[src/pin_mux_pkg.sv]
// package for the decoder index/home pin multiplexer
// assumes one core clock; all other cores sit outside and talk over plain ports
package pin_mux_pkg;

  // one-hot function of a pin
  typedef enum logic [4:0] {
    FN_NONE    = 5'h01,
    FN_DECODER = 5'h02,
    FN_TIMER   = 5'h04,
    FN_SPI     = 5'h08,
    FN_GPIO    = 5'h10
  } pin_fn_t;

  // pin index inside the two-entry arrays
  localparam int PIN_INDEX = 0;
  localparam int PIN_HOME = 1;
  localparam int PIN_COUNT = 2;

  // port c pull-up enable register layout
  localparam int PUR_WIDTH = 16;
  localparam int PUR_INDEX_BIT = 2;
  localparam int PUR_HOME_BIT = 3;
  localparam logic [1:0] PUR_RESET = 2'h3;

  // cycles after reset release before the variant strap is trusted
  localparam logic [1:0] BOOT_CYCLES = 2'h3;

  // reset values of pin and core-side outputs
  localparam logic [1:0] OE_N_RESET = 2'h3;
  localparam logic [1:0] PIN_IDLE = 2'h3;

  // per-pin software configuration (gpio enable, alternate select, etc.)
  typedef struct packed {
    logic gpio_en;
    logic alt_sel;
    logic timer_sel;
    logic gpio_dir;
    logic gpio_data;
  } pin_cfg_t;

  // drive request from a timer channel
  typedef struct packed {
    logic out;
    logic oe;
  } timer_drive_t;

endpackage
[src/decoder_index_home_pin_mux.sv]
// decoder index/home pin multiplexer: routes two pins to decoder, timer, spi or gpio
// assumes synchronous config strobes from logic on i_core_clk; pins and strap are async
//
// What this block does
// - full variant leaves the index pin on the decoder index input after reset.
// - full variant leaves the home pin on the decoder home input after reset.
// - index alternate select routes the index pin to the spi slave output line.
// - home alternate select routes the home pin to the spi slave select line.
// - clearing pull-up bit 2 disconnects the index pin pull-up.
// - clearing pull-up bit 3 disconnects the home pin pull-up.
// - unselected spi slave keeps its slave output line in high impedance.
// - slave output line is sampled in master mode and driven in slave mode.
// - in master mode the slave select input arbitrates between masters.
// - external master drives slave select; slave responds only while it is low.
// - in gpio mode each pin direction is set individually by software.
// - index pin can be timer channel two, home pin timer channel three.
`timescale 1ns/100ps
module decoder_index_home_pin_mux
  import pin_mux_pkg::*;
(
  input wire logic i_core_clk,
  input wire logic i_rst,
  input wire logic i_clk_en,
  input wire logic i_full_variant,
  input wire logic i_index_pin,
  output logic o_index_pin,
  output logic o_index_pin_oe_n,
  input wire logic i_home_pin,
  output logic o_home_pin,
  output logic o_home_pin_oe_n,
  input wire logic i_cfg_load,
  input wire pin_cfg_t i_index_cfg,
  input wire pin_cfg_t i_home_cfg,
  input wire logic i_pur_load,
  input wire logic [PUR_WIDTH-1:0] i_port_c_pullup_enable_register,
  output logic o_index_pullup_enable,
  output logic o_home_pullup_enable,
  input wire timer_drive_t i_timer_b_channel_two,
  input wire timer_drive_t i_timer_b_channel_three,
  input wire logic i_spi_master_mode,
  input wire logic i_spi_slave_output_line,
  output logic o_decoder_index_input,
  output logic o_decoder_home_input,
  output logic o_timer_b_channel_two,
  output logic o_timer_b_channel_three,
  output logic o_port_c_bit_two,
  output logic o_port_c_bit_three,
  output logic o_spi_slave_output_line,
  output logic o_spi_slave_select_line,
  output logic o_spi_mode_fault,
  output logic o_boot_done
);

  // state
  logic [1:0] pin_meta_reg;
  logic [1:0] pin_sync_reg;
  logic strap_meta_reg;
  logic strap_sync_reg;
  logic [1:0] boot_cnt_reg;
  logic boot_done_reg;
  pin_fn_t fn_reg [PIN_COUNT];
  logic [1:0] pur_reg;
  logic [1:0] out_reg;
  logic [1:0] oe_n_reg;
  logic [1:0] dec_reg;
  logic [1:0] tmr_reg;
  logic [1:0] gpio_reg;
  logic miso_in_reg;
  logic ss_in_reg;
  logic fault_reg;

  // decode of configuration and drive requests
  pin_cfg_t cfg [PIN_COUNT];
  timer_drive_t tdrv [PIN_COUNT];
  pin_fn_t fn_next [PIN_COUNT];
  logic [1:0] spi_drive;
  logic [1:0] spi_data;
  logic [1:0] out_next;
  logic [1:0] oe_n_next;
  logic [1:0] pur_next;
  logic cfg_take;
  logic slave_selected;
  logic boot_last;

  assign cfg[PIN_INDEX] = i_index_cfg;
  assign cfg[PIN_HOME] = i_home_cfg;
  assign tdrv[PIN_INDEX] = i_timer_b_channel_two;
  assign tdrv[PIN_HOME] = i_timer_b_channel_three;
  // config writes wait for the strap capture so they cannot be overwritten by it
  assign cfg_take = i_cfg_load && boot_done_reg;
  assign boot_last = !boot_done_reg && (boot_cnt_reg == BOOT_CYCLES);
  // selected only while the external master holds the home pin low
  assign slave_selected = (fn_reg[PIN_HOME] == FN_SPI) && !pin_sync_reg[PIN_HOME];
  // only the index pin carries spi data; slave select is an input only
  assign spi_drive[PIN_INDEX] = !i_spi_master_mode && slave_selected;
  assign spi_drive[PIN_HOME] = 1'b0;
  assign spi_data[PIN_INDEX] = i_spi_slave_output_line;
  assign spi_data[PIN_HOME] = 1'b0;
  assign pur_next[0] = i_port_c_pullup_enable_register[PUR_INDEX_BIT];
  assign pur_next[1] = i_port_c_pullup_enable_register[PUR_HOME_BIT];

  // per-pin function choice and pad drive
  generate
    for (genvar p = 0; p < PIN_COUNT; p++) begin : g_pin
      // gpio wins over the alternate select, which wins over the timer
      assign fn_next[p] = cfg[p].gpio_en ? FN_GPIO :
                          cfg[p].alt_sel ? FN_SPI :
                          cfg[p].timer_sel ? FN_TIMER : FN_DECODER;
      assign out_next[p] = (fn_reg[p] == FN_TIMER) ? tdrv[p].out :
                           (fn_reg[p] == FN_SPI) ? spi_data[p] :
                           (fn_reg[p] == FN_GPIO) ? cfg[p].gpio_data : 1'b0;
      assign oe_n_next[p] = (fn_reg[p] == FN_TIMER) ? !tdrv[p].oe :
                            (fn_reg[p] == FN_SPI) ? !spi_drive[p] :
                            (fn_reg[p] == FN_GPIO) ? !cfg[p].gpio_dir : 1'b1;

      // function register: strap decides the first value, software the rest
      always_ff @(posedge i_core_clk or posedge i_rst) begin
        if (i_rst) begin
          fn_reg[p] <= FN_NONE;
        end else if (i_clk_en) begin
          if (boot_last) begin
            fn_reg[p] <= strap_sync_reg ? FN_DECODER : FN_NONE;
          end else if (cfg_take) begin
            fn_reg[p] <= fn_next[p];
          end
        end
      end

      // pad and core-side registers; unused decoder and timer inputs idle high like the pull-up
      always_ff @(posedge i_core_clk or posedge i_rst) begin
        if (i_rst) begin
          out_reg[p] <= 1'b0;
          oe_n_reg[p] <= OE_N_RESET[p];
          dec_reg[p] <= PIN_IDLE[p];
          tmr_reg[p] <= PIN_IDLE[p];
          gpio_reg[p] <= PIN_IDLE[p];
        end else if (i_clk_en) begin
          out_reg[p] <= out_next[p];
          oe_n_reg[p] <= oe_n_next[p];
          dec_reg[p] <= (fn_reg[p] == FN_DECODER) ? pin_sync_reg[p] : 1'b1;
          tmr_reg[p] <= (fn_reg[p] == FN_TIMER) ? pin_sync_reg[p] : 1'b1;
          gpio_reg[p] <= pin_sync_reg[p];
        end
      end
    end
  endgenerate

  // two-flop synchronisers for pins and the variant strap
  always_ff @(posedge i_core_clk or posedge i_rst) begin
    if (i_rst) begin
      pin_meta_reg <= PIN_IDLE;
      pin_sync_reg <= PIN_IDLE;
      strap_meta_reg <= 1'b0;
      strap_sync_reg <= 1'b0;
    end else if (i_clk_en) begin
      pin_meta_reg <= {i_home_pin, i_index_pin};
      pin_sync_reg <= pin_meta_reg;
      strap_meta_reg <= i_full_variant;
      strap_sync_reg <= strap_meta_reg;
    end
  end

  // boot counter lets the strap settle through the synchroniser before capture
  always_ff @(posedge i_core_clk or posedge i_rst) begin
    if (i_rst) begin
      boot_cnt_reg <= 2'h0;
      boot_done_reg <= 1'b0;
    end else if (i_clk_en && !boot_done_reg) begin
      boot_cnt_reg <= boot_cnt_reg + 2'h1;
      boot_done_reg <= boot_last;
    end
  end

  // pull-up enable bits; held enabled until boot so pins stay pulled during start-up
  always_ff @(posedge i_core_clk or posedge i_rst) begin
    if (i_rst) begin
      pur_reg <= PUR_RESET;
    end else if (i_clk_en && i_pur_load && boot_done_reg) begin
      pur_reg <= pur_next;
    end
  end

  // spi core side: sampled data line, slave select and master arbitration
  always_ff @(posedge i_core_clk or posedge i_rst) begin
    if (i_rst) begin
      miso_in_reg <= 1'b1;
      ss_in_reg <= 1'b1;
      fault_reg <= 1'b0;
    end else if (i_clk_en) begin
      miso_in_reg <= (fn_reg[PIN_INDEX] == FN_SPI) ? pin_sync_reg[PIN_INDEX] : 1'b1;
      ss_in_reg <= (fn_reg[PIN_HOME] == FN_SPI) ? pin_sync_reg[PIN_HOME] : 1'b1;
      // another master pulling select low while we are master is a mode fault
      fault_reg <= i_spi_master_mode && (fn_reg[PIN_HOME] == FN_SPI)
                   && !pin_sync_reg[PIN_HOME];
    end
  end

  // outputs straight from flops
  assign o_index_pin = out_reg[PIN_INDEX];
  assign o_index_pin_oe_n = oe_n_reg[PIN_INDEX];
  assign o_home_pin = out_reg[PIN_HOME];
  assign o_home_pin_oe_n = oe_n_reg[PIN_HOME];
  assign o_index_pullup_enable = pur_reg[0];
  assign o_home_pullup_enable = pur_reg[1];
  assign o_decoder_index_input = dec_reg[PIN_INDEX];
  assign o_decoder_home_input = dec_reg[PIN_HOME];
  assign o_timer_b_channel_two = tmr_reg[PIN_INDEX];
  assign o_timer_b_channel_three = tmr_reg[PIN_HOME];
  assign o_port_c_bit_two = gpio_reg[PIN_INDEX];
  assign o_port_c_bit_three = gpio_reg[PIN_HOME];
  assign o_spi_slave_output_line = miso_in_reg;
  assign o_spi_slave_select_line = ss_in_reg;
  assign o_spi_mode_fault = fault_reg;
  assign o_boot_done = boot_done_reg;

  // checks
  a_full_index_default: assert property (@(posedge i_core_clk) disable iff (i_rst)
    $rose(boot_done_reg) && strap_sync_reg |-> fn_reg[PIN_INDEX] == FN_DECODER)
    else $error("index pin not on decoder after full-variant boot");
  a_full_home_default: assert property (@(posedge i_core_clk) disable iff (i_rst)
    $rose(boot_done_reg) && strap_sync_reg |-> fn_reg[PIN_HOME] == FN_DECODER)
    else $error("home pin not on decoder after full-variant boot");
  a_reduced_no_fn: assert property (@(posedge i_core_clk) disable iff (i_rst)
    $rose(boot_done_reg) && !strap_sync_reg |-> fn_reg[PIN_INDEX] == FN_NONE
    && oe_n_reg == OE_N_RESET)
    else $error("reduced variant pin got a function at boot");
  a_index_spi_route: assert property (@(posedge i_core_clk) disable iff (i_rst)
    i_clk_en && cfg_take && !boot_last && i_index_cfg.alt_sel && !i_index_cfg.gpio_en
    |=> fn_reg[PIN_INDEX] == FN_SPI)
    else $error("index alternate select did not route to spi");
  a_home_spi_route: assert property (@(posedge i_core_clk) disable iff (i_rst)
    i_clk_en && cfg_take && !boot_last && i_home_cfg.alt_sel && !i_home_cfg.gpio_en
    |=> fn_reg[PIN_HOME] == FN_SPI)
    else $error("home alternate select did not route to spi");
  a_index_pullup_off: assert property (@(posedge i_core_clk) disable iff (i_rst)
    i_clk_en && i_pur_load && boot_done_reg && !i_port_c_pullup_enable_register[PUR_INDEX_BIT]
    |=> !o_index_pullup_enable)
    else $error("index pull-up stayed on after clear");
  a_home_pullup_off: assert property (@(posedge i_core_clk) disable iff (i_rst)
    i_clk_en && i_pur_load && boot_done_reg && !i_port_c_pullup_enable_register[PUR_HOME_BIT]
    |=> !o_home_pullup_enable)
    else $error("home pull-up stayed on after clear");
  a_miso_hiz: assert property (@(posedge i_core_clk) disable iff (i_rst)
    i_clk_en && fn_reg[PIN_INDEX] == FN_SPI && !slave_selected |=> o_index_pin_oe_n)
    else $error("slave output driven while not selected");
  a_master_sample: assert property (@(posedge i_core_clk) disable iff (i_rst)
    i_clk_en && fn_reg[PIN_INDEX] == FN_SPI && i_spi_master_mode
    |=> o_index_pin_oe_n && o_spi_slave_output_line == $past(pin_sync_reg[PIN_INDEX]))
    else $error("master mode did not sample the data line");
  a_mode_fault: assert property (@(posedge i_core_clk) disable iff (i_rst)
    i_clk_en && i_spi_master_mode && fn_reg[PIN_HOME] == FN_SPI && !pin_sync_reg[PIN_HOME]
    |=> o_spi_mode_fault)
    else $error("select low in master mode gave no fault");
  a_gpio_dir: assert property (@(posedge i_core_clk) disable iff (i_rst)
    i_clk_en && fn_reg[PIN_HOME] == FN_GPIO |=> o_home_pin_oe_n == !$past(i_home_cfg.gpio_dir))
    else $error("gpio direction not followed");
  a_boot_inputs: assert property (@(posedge i_core_clk) disable iff (i_rst)
    !boot_done_reg |-> oe_n_reg == OE_N_RESET && pur_reg == PUR_RESET)
    else $error("pin driven or pull-up off before boot");

endmodule

[config.mk]
export PLATFORM = sky130hd
export DESIGN_NAME = decoder_index_home_pin_mux
export DESIGN_NICKNAME = d
export VERILOG_FILES = /design/src/pin_mux_pkg.sv /design/src/decoder_index_home_pin_mux.sv
export SDC_FILE = /design/constraint.sdc
export NUM_CORES = 1
export LEC_CHECK = 0
export ABC_AREA = 1
export BUFFER_PORTS_ARGS = -buffer_cell sky130_fd_sc_hd__clkbuf_2
export CORE_ASPECT_RATIO = 1.5
export CORE_MARGIN = 1
export CORE_UTILIZATION = 40
export CTS_BUF_LIST = sky130_fd_sc_hd__clkbuf_4 sky130_fd_sc_hd__clkbuf_8
export DETAILED_ROUTE_END_ITERATION = 12
export PLACE_DENSITY = 0.77
export SLEW_MARGIN = 20
export SYNTH_ARGS = -nofsm -noshare
export SYNTH_HDL_FRONTEND = slang
export SYNTH_SLANG_ARGS = --single-unit
[constraint.sdc]
create_clock -name i_core_clk -period 3.3 [get_ports i_core_clk]
set_clock_uncertainty 0.1 [all_clocks]
set_input_delay 0.165 -clock i_core_clk [delete_from_list [all_inputs] [get_ports i_core_clk]]
set_output_delay 0.165 -clock i_core_clk [all_outputs]
set_load 0.005 [all_outputs]
==> reports/metrics.cfg <==
[status]
outcome = completed

[synth]
syn_area_sq_mm = 0.00154
ys_seq_area_share_pct = 54.9
synth_warnings = 0
yosysMostFrequentCell = nand2_1
avgSynthCellArea_sq_um = 9.29
ys_seq_elements = 33
async_reset_ff_share_pct = 100
yosys.area.top_type_share_pct = 29.0
synth_ff_type = dfstp_2
syn-num-nets = 207
synth_edf_count = 0
synth_top_cell_by_area = dfstp_2
syn_inst = 166
synth.distinct_cells = 28
yosys-top-cells-count = nand2_1, nor2_1, inv_1
synth.area.top_cells = dfstp_2, dfrtp_1, nand2_1

[clock_network]
post_cts_buffers = 0
root_buffer = clkbuf_8
ctsHoldBuffers = 5
cts.clk_slew.worst_paths_ps = 70
cts_tree = done
cts_buffers = 5
post_cts_resized = 0
clk_path_buf_depth = 2
htreeDepth = 2
clock_latency_ps = 290
clock_sinks = 33

[floorplanning]
die_h_microns = 78.1
start_util_pct = 41.9
rows = 27
die_width_microns = 52.7
ios = 56
die-area_sq_mm = 0.00411
core_sq_mm = 0.00368

[pwr]
ir_drop_mv = 0.342
power.total_mw = 1.01
power_density_mw_per_mm2 = 519
p_comb_share_pct = 13.4
p_sw_mw = 0.248
switching_share_pct = 24.5
p_clk_share_pct = 39.4
power_frac_seq_pct = 47.2
p_leak_nw = 0.957
p_int_mw = 0.767

[hold_path]
hold_path_end = pur_reg[0]$_DFFE_PP1P_
min_path_cells = 2
min_from = i_port_c_pullup_enable_register[2]
holdCritPathClass = primary input to register

[route]
drc = 0
drt_iter0_markers = 15
firstDrtPassIters = 4
ant_nets = 0
vias = 1275
routed_wl_microns = 2970
drt-vias-per-instance = 4.89
drt-wirelength-per-cell_microns = 11.4

[worst_setup_path]
worstSetupPathType = register to register
cp_max_fo = 13
r2r-start = boot_cnt_reg[0]$_DFFE_PP0P_
worstPathRequired_ps = 3360
worst_setup_path_end_kind = register
critPathLaunchType = register
worst-r2r-setup-slack_ps = 1770
rr_endpoint = fn_reg[6]$_DFFE_PP0P_
reg2regPathDepth = 7
cp.arrival_ps = 1590

[cells_and_area]
largest_reg_flops = 9
syn_to_final_growth_pct = 26.7
nets = 258
n_antenna_cell = 0
drive_above_1_share_pct = 38.1

[global_routing]
grt_usage_pct = 16.6
grt_remaining_overflow = 0
grt_start_max_net_pins = 25
grt_pass1_vias = 1153
grt_pass1_wl_microns = 5000
antenna_found_initial = 0

[job]
maxCapViolations = 0

[timing]
finalSetupViolCount = 0
max_freq_mhz = 653
hold_viol_final = 0
period_needed_ps = 1530
rsz0062_at_grt = false
fin_tns_setup_ps = 0
worst_pin_slew_ps = 865
post-route-period-util_pct = 46.4
slew_headroom_pct = 42.3
slew_viol_final = 0

[placement]
dp_hpwl_microns = 2220
io_buffer_count = 41
gp_congestion = 0.785

placed cells by master, fill, tap and decap left out, types with 3 or more instances in the layout:
cell type | netlist | final
nand2_1 | 29 | 29
o21ai_0 | 5 | 5
clkbuf_2 | 0 | 41
inv_1 | 19 | 19
dfrtp_1 | 16 | 16
dlygate4sd3_1 | 0 | 5
nand2_2 | 3 | 3
nor3_1 | 3 | 3
a21oi_1 | 3 | 3
nand4_1 | 10 | 10
nand3_1 | 8 | 8
o22ai_1 | 3 | 3
dfstp_2 | 17 | 17
clkbuf_8 | 0 | 6
o21ai_1 | 5 | 5
nor2_4 | 3 | 3
a31oi_1 | 3 | 3
nor2_1 | 22 | 22
final cells by class:
class                      instances  area (sq um)
clock buffer                       7          90.1
clock inverter                     1          30.0
fill                             357          1730
inverter                          19          71.3
multi-input combinational        110           592
sequential                        33           847
tap                               43          53.8
timing repair buffer              48           270
cell families (layout without fill, tap and decap cells):
kind of cell    after synthesis  count (layout)  share of synthesized area (%)
flops                        33              33                           54.9
fa+ha+maj                     1               1                          0.811
simple gates                 82              82                           25.7
buf+inv                      23              75                           6.73
mux                           3               3                           2.43
xor+xnor                      1               1                          0.568
compound gates               23              23                           8.84
worst max-delay path, cell delays in order, from the launching register on:
cell and delay, ps:
dfrtp_1 400, ha_1 200, inv_1 90, nor2_4 50, nand2_2 90, nand2_2 180
o21ai_1 200, o22ai_1 100
power by group through the flow:
stage | Clock (mW) | Sequential [mW] | Combinational [mW]
6_report | 0.400 | 0.479 | 0.136
5_1_grt | 0.421 | 0.485 | 0.155
4_1_cts | 0.405 | 0.479 | 0.137
3_5_place_dp | 0 | 0.486 | 0.132
3_3_place_gp | 0 | 0.485 | 0.129
2_1_floorplan | 0 | 0.484 | 0.0824
how the worst max path moves through the flow:
stage                           startpoint                                end  cells past startpoint
5_1_grt        boot_cnt_reg[0]$_DFFE_PP0P_              fn_reg[1]$_DFFE_PP0P_                      7
4_1_cts        boot_cnt_reg[0]$_DFFE_PP0P_              fn_reg[6]$_DFFE_PP0P_                      7
6_report       boot_cnt_reg[0]$_DFFE_PP0P_              fn_reg[6]$_DFFE_PP0P_                      7
2_1_floorplan  boot_cnt_reg[0]$_DFFE_PP0P_              fn_reg[5]$_DFFE_PP1P_                      7
3_5_place_dp                      i_clk_en  o_timer_b_channel_two$_DFFE_PP1P_                      4
3_3_place_gp                      i_clk_en  o_timer_b_channel_two$_DFFE_PP1P_                      4
per-stage QoR:
stage	util, %	worst slack (ps)	instances	hold slack (ps)	cell area, sq um
2_1_floorplan	-	2000	166	175	1540
3_3_place_gp	48.5	1700	248	271	1780
3_5_place_dp	48.5	1700	248	275	1780
4_1_cts	53.1	1770	261	6.78	1950
5_1_grt	53.1	1650	261	13.7	1950
6_report	53.1	1770	261	5.82	1950
per-layer routing:
metal | track usage [%] | vias to the layer above | share of wire, %
met4 | 9.47 | 0 | 3.1
li1 | - | 648 | -
met5 | 0 | - | 0
met1 | 20.5 | 587 | 42
met2 | 25.3 | 31 | 51
met3 | 4.65 | 9 | 4.2
Power figures use the tool's default switching activity.
